==> src/inc/port_cfg_pkg.sv <==
package port_cfg_pkg;
  // three crossbar ports of eight pins, P0.0 to P2.7
  localparam int NUM_PORTS = 3;
  localparam int PIN_COUNT = 8;
  localparam int NUM_PINS = NUM_PORTS * PIN_COUNT;
  // reset values: analog off means digital input, open-drain, low drive, nothing skipped
  localparam logic [7:0] INPUT_MODE_RST = 8'hFF;
  localparam logic [7:0] OUTPUT_TYPE_RST = 8'h00;
  localparam logic [7:0] DRIVE_RST = 8'h00;
  localparam logic [7:0] SKIP_RST = 8'h00;
  localparam logic [7:0] LATCH_RST = 8'hFF;
  localparam logic [7:0] ROUTE_RST = 8'h00;
  // field position of the crossbar enable bit inside route select 1
  localparam int XBAR_EN_POS = 6;
  // field position of the global pull-up disable bit inside route select 1
  localparam int PULLUP_DIS_POS = 7;
endpackage : port_cfg_pkg

==> src/hw/port_pin_cell_config.sv <==
`timescale 1ns/10ps
`default_nettype none

module port_pin_cell_config
  import port_cfg_pkg::*;
(
  // clock and reset
  input wire logic ref_clk,
  input wire logic rst_n,
  // per-port configuration writes
  input wire logic [NUM_PORTS-1:0] cfg_wr,
  input wire logic [7:0] pin_input_mode_select_wdata,
  input wire logic [7:0] pin_output_type_select_wdata,
  input wire logic [7:0] pin_drive_strength_select_wdata,
  input wire logic [7:0] crossbar_pin_skip_wdata,
  input wire logic [7:0] latch_wdata,
  // route select writes
  input wire logic route_wr_0,
  input wire logic route_wr_1,
  input wire logic [7:0] peripheral_route_select_0_wdata,
  input wire logic [7:0] peripheral_route_select_1_wdata,
  // crossbar connection, one bit per pin, plus route select and both flag bits read back
  input wire logic [NUM_PINS-1:0] xbar_sel,
  input wire logic [NUM_PINS-1:0] xbar_out,
  input wire logic [NUM_PINS-1:0] xbar_oe,
  output logic [NUM_PINS-1:0] crossbar_pin_skip,
  output logic [7:0] peripheral_route_select_0,
  output logic [7:0] peripheral_route_select_1,
  output logic crossbar_enable_bit,
  output logic global_pullup_disable,
  // pads
  input wire logic [NUM_PINS-1:0] pad_in,
  output logic [NUM_PINS-1:0] pad_out,
  output logic [NUM_PINS-1:0] pad_oe,
  output logic [NUM_PINS-1:0] pad_pullup_en,
  output logic [NUM_PINS-1:0] pad_high_drive,
  output logic [NUM_PINS-1:0] pad_rx_en,
  // read back
  output logic [NUM_PINS-1:0] pin_read,
  output logic [NUM_PINS-1:0] pin_input_mode_select,
  output logic [NUM_PINS-1:0] pin_output_type_select,
  output logic [NUM_PINS-1:0] pin_drive_strength_select,
  output logic [NUM_PINS-1:0] latch_value
);

  logic [NUM_PINS-1:0] mdin_q;
  logic [NUM_PINS-1:0] mdout_q;
  logic [NUM_PINS-1:0] drv_q;
  logic [NUM_PINS-1:0] skip_q;
  logic [NUM_PINS-1:0] latch_q;
  logic [7:0] route0_q;
  logic [7:0] route1_q;
  logic [NUM_PINS-1:0] sync1_q;
  logic [NUM_PINS-1:0] sync2_q;
  logic [NUM_PINS-1:0] read_q;
  logic [NUM_PINS-1:0] mdin_d;
  logic [NUM_PINS-1:0] out_val;
  logic [NUM_PINS-1:0] drive_lo;
  logic [NUM_PINS-1:0] drive_hi;

  // per-port settings, one bit per pin
  generate
    for (genvar p = 0; p < NUM_PORTS; p++) begin : g_port
      always_ff @(posedge ref_clk) begin
        if (!rst_n) begin
          mdin_q[p*PIN_COUNT +: PIN_COUNT] <= INPUT_MODE_RST;
          mdout_q[p*PIN_COUNT +: PIN_COUNT] <= OUTPUT_TYPE_RST;
          drv_q[p*PIN_COUNT +: PIN_COUNT] <= DRIVE_RST;
          skip_q[p*PIN_COUNT +: PIN_COUNT] <= SKIP_RST;
          latch_q[p*PIN_COUNT +: PIN_COUNT] <= LATCH_RST;
        end else if (cfg_wr[p]) begin
          mdin_q[p*PIN_COUNT +: PIN_COUNT] <= pin_input_mode_select_wdata;
          mdout_q[p*PIN_COUNT +: PIN_COUNT] <= pin_output_type_select_wdata;
          drv_q[p*PIN_COUNT +: PIN_COUNT] <= pin_drive_strength_select_wdata;
          skip_q[p*PIN_COUNT +: PIN_COUNT] <= crossbar_pin_skip_wdata;
          latch_q[p*PIN_COUNT +: PIN_COUNT] <= latch_wdata;
        end
      end
    end
  endgenerate

  // route select 1 carries the crossbar enable and pull-up disable bits
  always_ff @(posedge ref_clk) begin
    if (!rst_n) begin
      route0_q <= ROUTE_RST;
      route1_q <= ROUTE_RST;
    end else begin
      if (route_wr_0) begin
        route0_q <= peripheral_route_select_0_wdata;
      end
      if (route_wr_1) begin
        route1_q <= peripheral_route_select_1_wdata;
      end
    end
  end

  // pad synchroniser; first stage feeds only the second
  always_ff @(posedge ref_clk) begin
    if (!rst_n) begin
      sync1_q <= '0;
      sync2_q <= '0;
    end else begin
      sync1_q <= pad_in;
      sync2_q <= sync1_q;
    end
  end

  // incoming mode, so the read gate switches in the same cycle as the mode itself
  always_comb begin
    mdin_d = mdin_q;
    for (int p = 0; p < NUM_PORTS; p++) begin
      if (cfg_wr[p]) begin
        mdin_d[p*PIN_COUNT +: PIN_COUNT] = pin_input_mode_select_wdata;
      end
    end
  end

  // read path: pad level for digital pins, zero for analog
  always_ff @(posedge ref_clk) begin
    if (!rst_n) begin
      read_q <= '0;
    end else begin
      read_q <= sync2_q & mdin_d;
    end
  end

  // output value: crossbar owns pins it selects and does not skip, once enabled, otherwise the latch
  always_comb begin
    out_val = latch_q;
    drive_lo = '0;
    drive_hi = '0;
    for (int i = 0; i < NUM_PINS; i++) begin
      if (route1_q[XBAR_EN_POS] && xbar_sel[i] && !skip_q[i]) begin
        out_val[i] = xbar_out[i] | ~xbar_oe[i];
      end
      // drivers stay off for analog pins and before crossbar enable
      if (mdin_q[i] && route1_q[XBAR_EN_POS]) begin
        drive_lo[i] = ~out_val[i];
        drive_hi[i] = out_val[i] & mdout_q[i];
      end
    end
  end

  // pad controls; pull-up only on floating digital pins
  assign pad_oe = drive_lo | drive_hi;
  assign pad_out = drive_hi;
  assign pad_pullup_en = mdin_q & ~drive_lo & ~drive_hi
                         & {NUM_PINS{~route1_q[PULLUP_DIS_POS]}};
  assign pad_high_drive = drv_q;
  assign pad_rx_en = mdin_q;

  // status outputs from registers
  assign pin_read = read_q;
  assign pin_input_mode_select = mdin_q;
  assign pin_output_type_select = mdout_q;
  assign pin_drive_strength_select = drv_q;
  assign crossbar_pin_skip = skip_q;
  assign latch_value = latch_q;
  assign peripheral_route_select_0 = route0_q;
  assign peripheral_route_select_1 = route1_q;
  assign crossbar_enable_bit = route1_q[XBAR_EN_POS];
  assign global_pullup_disable = route1_q[PULLUP_DIS_POS];

  AST_NO_DRIVE_BEFORE_XBAR: assert property (@(posedge ref_clk) disable iff (!rst_n)
    !route1_q[XBAR_EN_POS] |-> pad_oe == '0)
    else $error("pad driven before crossbar enable");
  AST_ANALOG_QUIET: assert property (@(posedge ref_clk) disable iff (!rst_n)
    ((pad_oe | pad_pullup_en | pad_rx_en) & ~mdin_q) == '0)
    else $error("analog pin has digital circuitry on");
  AST_ANALOG_READ_ZERO: assert property (@(posedge ref_clk) disable iff (!rst_n)
    (pin_read & ~mdin_q) == '0)
    else $error("analog pin read nonzero");
  AST_OD_NEVER_HIGH: assert property (@(posedge ref_clk) disable iff (!rst_n)
    (pad_out & ~mdout_q) == '0)
    else $error("open-drain pin driven high");
  AST_PUSHPULL_FOLLOWS: assert property (@(posedge ref_clk) disable iff (!rst_n)
    ((pad_oe ^ (mdin_q & mdout_q & {NUM_PINS{route1_q[XBAR_EN_POS]}}))
      & mdout_q & mdin_q) == '0)
    else $error("push-pull pin not driven");
  AST_GPIO_LEVEL: assert property (@(posedge ref_clk) disable iff (!rst_n)
    ((pad_out ^ latch_q) & mdin_q & mdout_q & ~(xbar_sel & ~skip_q)
      & {NUM_PINS{route1_q[XBAR_EN_POS]}}) == '0)
    else $error("push-pull pin level differs from latch");
  AST_OD_PULLS_LOW: assert property (@(posedge ref_clk) disable iff (!rst_n)
    ((~pad_oe | pad_out) & ~latch_q & mdin_q & ~mdout_q & ~(xbar_sel & ~skip_q)
      & {NUM_PINS{route1_q[XBAR_EN_POS]}}) == '0)
    else $error("open-drain pin not pulled low");
  AST_PULLUP_FLOATING: assert property (@(posedge ref_clk) disable iff (!rst_n)
    !route1_q[PULLUP_DIS_POS] |-> pad_pullup_en == (mdin_q & ~pad_oe))
    else $error("pull-up wrong on floating or low pin");
  AST_GLOBAL_PULLUP_OFF: assert property (@(posedge ref_clk) disable iff (!rst_n)
    route1_q[PULLUP_DIS_POS] |-> pad_pullup_en == '0)
    else $error("pull-up on while globally disabled");
  AST_READ_IS_PAD: assert property (@(posedge ref_clk) disable iff (!rst_n)
    read_q == ($past(sync2_q) & mdin_q))
    else $error("read does not follow pad");
  AST_RESET_STATE: assert property (@(posedge ref_clk)
    !rst_n |=> pad_oe == '0 && pad_high_drive == '0 && pad_pullup_en == '1)
    else $error("bad state after reset");

endmodule : port_pin_cell_config

`default_nettype wire

==> config.mk <==
export PLATFORM = sky130hd
export DESIGN_NAME = port_pin_cell_config
export DESIGN_NICKNAME = d
export VERILOG_FILES = /design/src/inc/port_cfg_pkg.sv /design/src/hw/port_pin_cell_config.sv
export SDC_FILE = /design/constraint.sdc
export NUM_CORES = 1
export LEC_CHECK = 0
export BUFFER_PORTS_ARGS = -buffer_cell sky130_fd_sc_hd__buf_2
export CAP_MARGIN = 20
export CORE_AREA = 8 8 164 166
export DETAILED_ROUTE_END_ITERATION = 7
export DIE_AREA = 0 0 172 174
export PLACE_DENSITY = 0.76
export SETUP_SLACK_MARGIN = 0.2
export SYNTH_ARGS = -nofsm -noshare
export SYNTH_HDL_FRONTEND = slang
export SYNTH_SLANG_ARGS = --single-unit
==> constraint.sdc <==
create_clock -name ref_clk -period 1 [get_ports ref_clk]
set_clock_uncertainty 0.05 [all_clocks]
set_input_delay 0.15 -clock ref_clk [delete_from_list [all_inputs] [get_ports ref_clk]]
set_output_delay 0.15 -clock ref_clk [all_outputs]
set_load 0.1 [all_outputs]
# Word-level counts from Yosys, hierarchy flattened
# Index checks and enable logic that the tools add are counted.
# word_totals
inputBits,159
regBits,208
# classes
reduce_logical,96
n_bitwise,104
n_mux,75
# ops
operator,count
24-bit AND,4
1-bit logical AND,72
1-bit 2-to-1 mux,72
1-bit NOT,49
24-bit NOT,2
1-bit AND,24
1-bit logical NOT,24
8-bit 2-to-1 mux,3
1-bit OR,24
24-bit OR,1

# Logic depth before layout (Yosys ltp)
# Gate-level depths: netlist of the first run.
# logic_depth
word_depth,9
depth_mapped,5
mapped_depth_nobuf,3

# Worst setup path after synthesis of the first run
# No wires, ideal clock.
# synth_path
path_kind,register to output
from,register route1_q[7] (netlist: peripheral_route_select_1[7])
to,output pad_pullup_en[14]
stages_incl_launch_ff,4
path_slack_ns,-2.697
n_path_buf,2
arrival_ns,3.497
t_required_ns,0.800
cell_sequence,dfxtp_1 > buf_4 > clkbuf_8 > o32ai_1
# synth_between
elab_chain_cells,2
# synth_rtl
element,line,text
start: declaration,port_pin_cell_config.sv:52,logic [7:0] route1_q;
start signal: assignment,port_pin_cell_config.sv:92,route1_q <= peripheral_route_select_1_wdata;
1-bit NOT,port_pin_cell_config.sv:148,& {NUM_PINS{~route1_q[PULLUP_DIS_POS]}};
24-bit AND,port_pin_cell_config.sv:148,
end: declaration,port_pin_cell_config.sv:35,"output logic [NUM_PINS-1:0] pad_pullup_en,"
# Every way passes these cells.

# Worst setup path after layout of the first run
# layout_path
from,register route1_q[7] (netlist: peripheral_route_select_1[7])
to,output pad_pullup_en[11]
# Same word-level chain as after synthesis.

==> flow_summary.json, run 1 <==
{
  "grt_pass1_wl_um": 83500,
  "dp.cells": 1746,
  "synth_area_per_cell_um2": 9.68,
  "crit_arrival_ns": 1.96,
  "fin_hold_ws_ns": 0.00347,
  "finalMaxSlewViolations": 0,
  "pwr-share-seq": 0.286,
  "place_area_mm2": 0.0183,
  "worst_pin_slew_ns": 0.501,
  "fin_crit_ns": 2.16,
  "p_int_mw": 19.2,
  "netlist_area_mm2": 0.00868,
  "finalCritPeriodShare": 2.16,
  "layout_commonest_cell": "buf_12",
  "place_congestion": 0.845,
  "finalHoldViolCount": 0,
  "grt_max_degree": 47,
  "drive_gt1_frac": 0.718,
  "fp.dieW_um": 172,
  "fin_cells": 1962,
  "h-tree-depth": 1,
  "port_buffers": 440,
  "start_util": 0.354,
  "cts_root_buf": "clkbuf_16",
  "ir_worst_vdd_uv": 1260,
  "synth_cell_types": 25,
  "drt_first_pass_iters": 5,
  "met2_length_um": 32400,
  "fmaxAchievable_ghz": 0.464,
  "end_kind": "output pin",
  "clock_power_share": 0.281,
  "grt_pass1_vias": 12200,
  "start_kind": "register",
  "p_switching_mw": 12.9,
  "num-nets-final": 1765,
  "wl_met3_um": 6550,
  "clockBufferDepth": 3,
  "drtAntennaViolNets": 0,
  "syn_nets": 1055,
  "cts_buffers": 22,
  "grt_overflow": 0,
  "switching_share": 0.402,
  "powerDensity_mw_per_mm2": 1430,
  "violations": "negative setup slack",
  "yosysWarnings": 0,
  "die_y_um": 174,
  "total_power_mw": 32.1,
  "routed_wl_um": 68200,
  "path_max_fanout": 7,
  "cts_sinks": 208,
  "num_rows": 58,
  "core_mm2": 0.0245,
  "rsz0062_at_grt": "true",
  "cts_tree": "done",
  "pwr-share-comb": 0.433,
  "die_area_mm2": 0.0299,
  "synth_cells": 896,
  "dp_hpwl_um": 35300,
  "worst_slack_ns": -1.16,
  "ys_ff_latch": 208,
  "grt_usage": 0.375,
  "status": "finished with violations",
  "leakage_nw": 9.61,
  "post-place-ws_ns": -0.563,
  "cp.required_ns": 0.80,
  "dr.max_layer_used": "met5",
  "maxSlewHeadroom": 0.666,
  "crit_type": "register to output pin",
  "routedWlPerCell_um": 34.8,
  "syn_to_final_growth_pct": 159,
  "antenna_found_initial": 12,
  "setup_violations": 319,
  "synth_seq_area_share": 0.480,
  "drc": 0,
  "cts.clk_slew.worst_paths_ns": 0.07,
  "io_pins": 441,
  "vias": 11600,
  "clkLatencyLatePin_ns": 0.52,
  "vias_per_cell": 5.91,
  "drtIter0Drc": 1059,
  "fin_area_mm2": 0.0224,
  "hold_class": "primary input to register",
  "max-cap-violations": 0,
  "layout_common_cells": "buf_12, dfxtp_4, buf_2",
  "wl_met1_um": 22100
}
[metrics by stage]
step / utilization / TNS [ns]
floorplan: - / -50.30
global placement: 0.745 / -29.41
detailed placement: 0.745 / -32.53
CTS: 0.879 / -141.92
global route: 0.915 / -154.08
finish: 0.915 / -152.03
[final timing paths]
path / to / from / slack, ns / cells after the start
max: pad_pullup_en[11] / peripheral_route_select_1[7]$_SDFFE_PN0P_ / -1.16 / 4
min: pad_rx_en[21]$_SDFF_PN1_ / pin_input_mode_select_wdata[5] / 0.003 / 4
max reg2reg: peripheral_route_select_1[6]$_SDFFE_PN0P_ / peripheral_route_select_1[6]$_SDFFE_PN0P_ / -0.48 / 7
min reg2reg: pin_read[23]$_SDFF_PN0_ / sync2_q[23]$_SDFF_PN0_ / 0.36 / 2
[critical path, cell delays in order, from the launching register on]
cell     delay (ns)
dfxtp_4        0.38
buf_12         0.15
or3_4          0.41
o32ai_4        0.25
buf_12         0.23
[metal layers]
metal,track usage,vias up
met3,0.0998,419
met2,0.665,1029
met1,0.364,5671
met4,0.283,6
li1,-,4470
met5,0,-
[synthesized netlist by cell type]
| master | count | area, um2 |
|---|---|---|
| o32ai_1 | 23 | 201 |
| o211a_1 | 24 | 240 |
| nand2_1 | 49 | 184 |
| nand4bb_1 | 24 | 270 |
| buf_4 | 56 | 420 |
| mux2i_1 | 113 | 1130 |
| or2_1 | 2 | 12.5 |
| o21ai_0 | 29 | 145 |
| o21ai_1 | 18 | 90.1 |
| inv_2 | 1 | 3.75 |
| clkbuf_1 | 8 | 30.0 |
| and2_1 | 48 | 300 |
| or3_1 | 24 | 150 |
| nor2b_1 | 24 | 150 |
| and3_1 | 23 | 144 |
| or2_2 | 21 | 131 |
| buf_2 | 28 | 140 |
| clkbuf_8 | 2 | 27.5 |
| clkbuf_2 | 2 | 10.0 |
| inv_1 | 24 | 90.1 |
| nor2_1 | 113 | 424 |
| nand3_1 | 24 | 120 |
| o32ai_2 | 1 | 16.3 |
| buf_6 | 7 | 78.8 |
| dfxtp_1 | 208 | 4160 |
[final cells by class]
| class | instances | area, um2 |
|---|---|---|
| multi-input cells | 560 | 5840 |
| clock inverters | 6 | 52.6 |
| inverters | 25 | 154 |
| diodes | 10 | 25.0 |
| repair buffers | 789 | 10500 |
| flip-flops and latches | 208 | 4760 |
| fillers | 760 | 2080 |
| well taps | 330 | 413 |
| clock buffers | 34 | 712 |
[logic make-up after synthesis]
| logic type | after synthesis | share of synthesized area |
|---|---|---|
| AO/OA/AOI/OAI | 95 | 0.0799 |
| buffers and inverters | 128 | 0.0923 |
| flip-flops | 208 | 0.480 |
| multiplexers | 113 | 0.130 |
| AND/OR/NAND/NOR | 352 | 0.217 |
[registers in the layout, summed over array words and instances (netlist names)]
signal,flops
crossbar_pin_skip,24
peripheral_route_select_0,8
sync1_q,24
latch_value,24
pad_rx_en,24
pad_high_drive,24
pin_read,24
sync2_q,24
peripheral_route_select_1,8
pin_output_type_select,24
[what timing repair did]
action	4_1_cts	5_1_grt
cloned	4	2
setup endpoints to repair	391	405
setup buffers	48	40
pin swaps	44	61
endpoints found under the hold margin	149	0
hold buffers	72	0
resized for setup	256	98
[power by group through the flow]
stage / combinational, mW / clock, mW / sequential [mW]
after detailed placement: 11.6 / 0 / 9.16
final: 13.9 / 9.01 / 9.19
after global placement: 11.4 / 0 / 9.12
after CTS: 12.8 / 8.75 / 9.07
after floorplan: 4.81 / 0 / 11.8
after global routing: 14.1 / 9.27 / 9.20
No activity file was read; power rests on OpenSTA's default activity.
==> inputs of run 2 (changes only) <==
--- a/config.mk
+++ b/config.mk
@@ -6,10 +6,11 @@
 export NUM_CORES = 1
 export LEC_CHECK = 0
 export BUFFER_PORTS_ARGS = -buffer_cell sky130_fd_sc_hd__buf_2
-export CAP_MARGIN = 20
+export CAP_MARGIN = 15
 export CORE_AREA = 8 8 164 166
 export DETAILED_ROUTE_END_ITERATION = 7
 export DIE_AREA = 0 0 172 174
+export MAX_ROUTING_LAYER = met4
 export PLACE_DENSITY = 0.76
 export SETUP_SLACK_MARGIN = 0.2
 export SYNTH_ARGS = -nofsm -noshare
==> constraint.sdc (replaced) <==
create_clock -name ref_clk -period 1 [get_ports ref_clk]
set_clock_uncertainty 0.05 [all_clocks]
set_input_delay 0 -clock ref_clk [delete_from_list [all_inputs] [get_ports ref_clk]]
set_output_delay 0 -clock ref_clk [all_outputs]
set_load 0.1 [all_outputs]
==> run 2 against run 1 <==
The run ends with negative hold slack, negative setup slack left. Count of clock-buffer cells in the layout shrank 4. Power is 1.6% lower. Flip-flop and latch count is the same. Clock power is 4.2% lower. Sequential power increased by 0.5%. Routed wire length shrank 3.7%. Maximum frequency rose by 8.7%. Via count is 1.9% lower. Register-to-register slack improved by 0.13 ns. Highest routed layer is now met4.
==> flow_summary.json, run 2 (synthesis gave the netlist of run 1 again) <==
{
  "grt_max_degree": 55,
  "syn_to_final_growth_pct": 156,
  "port_buffers": 440,
  "clock_power_share": 0.273,
  "max-cap-violations": 0,
  "hold_buffers": 85,
  "drtIter0Drc": 834,
  "antenna_found_initial": 9,
  "num_rows": 58,
  "switching_share": 0.408,
  "worst-path-stages": 4,
  "fin_hold_ws_ns": -0.0756,
  "routedWlPerCell_um": 33.7,
  "powerDensity_mw_per_mm2": 1420,
  "grt_pass1_vias": 12000,
  "cts.clk_slew.worst_paths_ns": 0.07,
  "drtAntennaViolNets": 0,
  "vias": 11400,
  "cp_num_buf_inv": 2,
  "cts_sinks": 208,
  "path_max_fanout": 6,
  "h-tree-depth": 1,
  "seq_area_mm2": 0.00470,
  "grt_overflow": 0,
  "place_area_mm2": 0.0181,
  "finalHoldViolCount": 22,
  "clkLatencyLatePin_ns": 0.51,
  "violations": "negative hold slack, negative setup slack",
  "drt_first_pass_iters": 5,
  "total_power_mw": 31.6,
  "min_path_cells": 3,
  "cp.required_ns": 0.95,
  "grt_pass1_wl_um": 82300,
  "hold_class": "primary input to register",
  "cpLargestDelayFamily": "buffers and inverters",
  "vias_per_cell": 5.83,
  "die_y_um": 174,
  "fin_area_mm2": 0.0222,
  "final_util": 0.906,
  "reg2reg_depth": 5,
  "finalMaxSlewViolations": 0,
  "die_area_mm2": 0.0299,
  "maxSlewHeadroom": 0.691,
  "layout_common_cells": "buf_12, buf_2, dfxtp_4",
  "place_congestion": 0.898,
  "r2r_start": "peripheral_route_select_1[6]$_SDFFE_PN0P_",
  "cp_cell_sequence": "buf_4 > or3_4 > o32ai_4 > buf_12",
  "end_kind": "output pin",
  "crit_arrival_ns": 1.93,
  "drc": 0,
  "cts_buffers": 23,
  "post-place-ws_ns": -0.388,
  "min-delay-start": "rst_n",
  "grt_usage": 0.380,
  "fillers": 771,
  "fp.dieW_um": 172,
  "cp_slowest_stage_delay_ns": 0.42,
  "core_mm2": 0.0245,
  "start_util": 0.354,
  "cts_tree": "done",
  "leakage_nw": 9.50,
  "layout_commonest_cell": "buf_12",
  "p_int_mw": 18.7,
  "finalCritPeriodShare": 1.98,
  "cp-startpoint": "peripheral_route_select_1[7]$_SDFFE_PN0P_",
  "routed_wl_um": 65700,
  "multi_input_area_mm2": 0.00588,
  "rsz0062_at_grt": "true",
  "fmaxAchievable_ghz": 0.504,
  "fin_crit_ns": 1.98,
  "p_switching_mw": 12.9,
  "crit_type": "register to output pin",
  "num-nets-final": 1750,
  "worst_slack_ns": -0.983,
  "start_kind": "register",
  "slowest_stage": "dfxtp_4",
  "setup_violations": 323,
  "cts_root_buf": "clkbuf_16",
  "status": "finished with violations",
  "io_pins": 441,
  "dp_hpwl_um": 35100,
  "pwr-share-comb": 0.434,
  "drive_gt1_frac": 0.715,
  "ir_worst_vdd_uv": 1510,
  "clockBufferDepth": 3,
  "pwr-share-seq": 0.293,
  "worst_pin_slew_ns": 0.461
}
-- run 2: final timing paths --
kind | endpoint | slack (ns)
worst max register to register | peripheral_route_select_1[6]$_SDFFE_PN0P_ | -0.35
worst min-delay path | latch_value[4]$_SDFFE_PN1P_ | -0.08
worst max-delay path | pad_pullup_en[11] | -0.98
worst min register to register | sync2_q[7]$_SDFF_PN0_ | 0.38
-- run 2: layout make-up --
type / instances / share of cell area
Sequential cell: 208 / 0.212
Clock buffer: 30 / 0.0280
Antenna cell: 12 / 0.00135
Timing Repair Buffer: 773 / 0.465
Inverter: 25 / 0.00692
Tap cell: 330 / 0.0186
Clock inverter: 11 / 0.00400
Multi-Input combinational cell: 560 / 0.265
-- run 2: worst min-delay path, stage by stage --
cell and delay (ns):
buf_4 0.15, buf_12 0.19, nand2_1 0.09
-- run 2: per-stage QoR --
step	setup TNS, ns	instances
floorplan	-39.30	896
global placement	-16.40	1733
detailed placement	-18.06	1733
CTS	-95.17	1894
global route	-109.51	1946
finish	-103.68	1949
-- run 2: metal layers --
layer / vias to the layer above / track usage / share of wire
met5: - / - / 0
met4: 0 / 0.283 / 0.10
met3: 435 / 0.0991 / 0.098
met2: 998 / 0.657 / 0.49
met1: 5496 / 0.357 / 0.31
li1: 4442 / - / -
-- run 2: repair_timing --
item,4_1_cts,5_1_grt
endpoints found under the hold margin,190,41
gates cloned,6,2
endpoints found under the setup margin,395,414
gates resized for setup,225,99
pin swaps,47,47
setup buffers,29,41
-- run 2: power by group through the flow --
stage	sequential (mW)	clock, mW	combinational (mW)
finish	9.24	8.63	13.7
global route	9.25	8.95	13.9
CTS	9.12	8.27	12.7
detailed placement	9.21	0	11.6
global placement	9.17	0	11.4
floorplan	11.8	0	4.76
==> inputs of run 3 (changes only) <==
--- a/config.mk
+++ b/config.mk
@@ -7,11 +7,13 @@
 export LEC_CHECK = 0
 export BUFFER_PORTS_ARGS = -buffer_cell sky130_fd_sc_hd__buf_2
 export CAP_MARGIN = 15
-export CORE_AREA = 8 8 164 166
+export CELL_PAD_IN_SITES_DETAIL_PLACEMENT = 0
+export CELL_PAD_IN_SITES_GLOBAL_PLACEMENT = 1
+export CORE_MARGIN = 8
+export CORE_UTILIZATION = 30
 export DETAILED_ROUTE_END_ITERATION = 7
-export DIE_AREA = 0 0 172 174
 export MAX_ROUTING_LAYER = met4
-export PLACE_DENSITY = 0.76
+export PLACE_DENSITY = 0.85
 export SETUP_SLACK_MARGIN = 0.2
 export SYNTH_ARGS = -nofsm -noshare
 export SYNTH_HDL_FRONTEND = slang
==> run 3 against run 2 <==
The flow still finishes with violations (negative hold slack, negative setup slack). Die area rose by 16%. Cell area is 0.33% higher. Critical path depth stayed put. Highest routed layer unchanged. Sequential share of layout area fell by 0.059 points. Global-route usage shrank 8.2 points. Routed wire length is 16% lower. Combinational power about the same. Setup slack gained 0.057 ns. Non-clock buffer count fell by 4. Utilization fell by 13 points. Sequential power shrank 0.8%.
==> flow_summary.json, run 3 (synthesis gave the netlist of run 1 again) <==
{
  "vias": 10300,
  "dp_hpwl_um": 34900,
  "r2r_start": "peripheral_route_select_1[6]$_SDFFE_PN0P_",
  "end_kind": "output pin",
  "cts.clk_slew.worst_paths_ns": 0.06,
  "total_power_mw": 31.2,
  "cts_sinks": 208,
  "die_area_mm2": 0.0346,
  "grt_pass1_wl_um": 75100,
  "r2r_end": "peripheral_route_select_1[6]$_SDFFE_PN0P_",
  "grt_usage": 0.299,
  "layout_common_cells": "buf_12, buf_2, dfxtp_4",
  "cp.required_ns": 0.95,
  "cts_buffers": 24,
  "drtAntennaViolNets": 0,
  "syn_to_final_growth_pct": 157,
  "grt_max_degree": 34,
  "max-cap-violations": 0,
  "place_congestion": 0.882,
  "num-nets-final": 1747,
  "finalHoldViolCount": 35,
  "antenna_found_initial": 3,
  "r2r_slack_ns": -0.39,
  "cp-startpoint": "peripheral_route_select_1[7]$_SDFFE_PN0P_",
  "start_kind": "register",
  "routed_wl_um": 54900,
  "cts_root_buf": "clkbuf_16",
  "core_mm2": 0.0286,
  "powerDensity_mw_per_mm2": 1400,
  "grt_pass1_vias": 11500,
  "leakage_nw": 9.52,
  "reg2reg_depth": 7,
  "clockBufferDepth": 3,
  "fp.dieW_um": 186,
  "crit_arrival_ns": 1.88,
  "vias_per_cell": 5.15,
  "cp_num_buf_inv": 2,
  "h-tree-depth": 1,
  "maxSlewHeadroom": 0.755,
  "grt_overflow": 0,
  "path_max_fanout": 17,
  "cp_cell_sequence": "buf_12 > or3_4 > o32ai_4 > buf_12",
  "die_y_um": 186,
  "status": "finished with violations",
  "worst_slack_ns": -0.926,
  "start_util": 0.303,
  "drive_gt1_frac": 0.714,
  "fin_hold_ws_ns": -0.0999,
  "drt_first_pass_iters": 5,
  "port_buffers": 440,
  "fillers": 1390,
  "worst-path-stages": 4,
  "crit_top_cell": "buf_12",
  "worst_pin_slew_ns": 0.366,
  "cp_slowest_stage_delay_ns": 0.43,
  "finalMaxSlewViolations": 0,
  "place_area_mm2": 0.0183,
  "fin_area_mm2": 0.0223,
  "violations": "negative hold slack, negative setup slack",
  "finalCritPeriodShare": 1.93,
  "cpLargestDelayFamily": "simple AND/OR/NAND/NOR gates",
  "crit_end": "pad_pullup_en[15]",
  "io_pins": 441,
  "rsz0062_at_grt": "true",
  "routedWlPerCell_um": 27.6,
  "slowest_stage": "or3_4",
  "cts_tree": "done",
  "clkLatencyLatePin_ns": 0.52,
  "layout_commonest_cell": "buf_12",
  "hold_class": "primary input to register",
  "setup_violations": 395,
  "fin_crit_ns": 1.93,
  "crit_type": "register to output pin",
  "ir_worst_vdd_uv": 1390,
  "drtIter0Drc": 502,
  "fmaxAchievable_ghz": 0.519,
  "num_rows": 62,
  "drc": 0,
  "setup_tns_ns": -107.71
}
-- run 3: changes by cell type in the layout (fill, tap and decap cells not counted), moves of 3 or more --
cell and delta:
o21ai_2 +5, mux2i_4 +3, mux2i_1 -5, clkbuf_16 +6
diode_2 -9, o21ai_4 -5, buf_2 -4, buf_12 +3
and3_1 +10, and3_4 -10, buf_16 -4, buf_6 -3
-- run 3: per-stage QoR --
| stage | util | worst slack, ns | cells |
|---|---|---|---|
| floorplan | - | -0.690 | 896 |
| global placement | 0.641 | -0.350 | 1800 |
| detailed placement | 0.641 | -0.360 | 1800 |
| CTS | 0.753 | -0.893 | 1957 |
| global route | 0.779 | -0.931 | 1992 |
| finish | 0.779 | -0.926 | 1992 |
-- run 3: worst min path at each step --
stage | start | endpoint | slack (ns) | depth (start not counted)
2_1_floorplan | latch_wdata[0] | latch_value[0]$_SDFFE_PN1P_ | 0.07 | 2
3_3_place_gp | pad_in[6] | sync1_q[6]$_SDFF_PN0_ | 0.16 | 2
3_5_place_dp | pad_in[0] | sync1_q[0]$_SDFF_PN0_ | 0.16 | 2
4_1_cts | cfg_wr[2] | pin_output_type_select[17]$_SDFFE_PN0P_ | -0.21 | 3
5_1_grt | cfg_wr[0] | latch_value[5]$_SDFFE_PN1P_ | -0.1 | 4
6_report | cfg_wr[0] | latch_value[3]$_SDFFE_PN1P_ | -0.1 | 4
-- run 3: repair_timing --
item                       CTS  global route
gates cloned                 5             4
pin swaps                   44            55
hold endpoints to repair   195            77
buffers inserted            26            27
gates resized for setup    244            83
hold buffers                83             2
setup endpoints to repair  392           482
-- run 3: cell type report --
cell class,count,area [um2],area share
Timing Repair Buffer,769,10300,0.463
Multi-Input combinational cell,560,5870,0.263
Sequential cell,208,4710,0.211
Clock buffer,32,694,0.0311
Tap cell,384,480,0.0215
Inverter,25,154,0.00690
Clock inverter,11,53.8,0.00241
Antenna cell,3,7.51,0.000337
-- run 3: report_power, final --
part | total [mW] | switching [mW] | internal [mW]
Sequential | 9.17 | 0.547 | 8.62
Combinational | 13.4 | 7.97 | 5.41
Clock | 8.62 | 3.76 | 4.87
Total | 31.2 | 12.3 | 18.9
-- run 3: worst min-delay path, cell delays in order --
cell and delay [ns]:
buf_4 0.12, buf_12 0.17, mux2i_1 0.09, nand2_1 0.05
-- run 3: metal layers --
layer / track usage / wire length, um / vias up / part of all wire
li1: - / - / 4443 / -
met1: 0.281 / 18500 / 5046 / 0.34
met2: 0.558 / 29000 / 581 / 0.53
met3: 0.0656 / 3920 / 192 / 0.071
met4: 0.162 / 3510 / 0 / 0.064
met5: - / 0 / - / 0
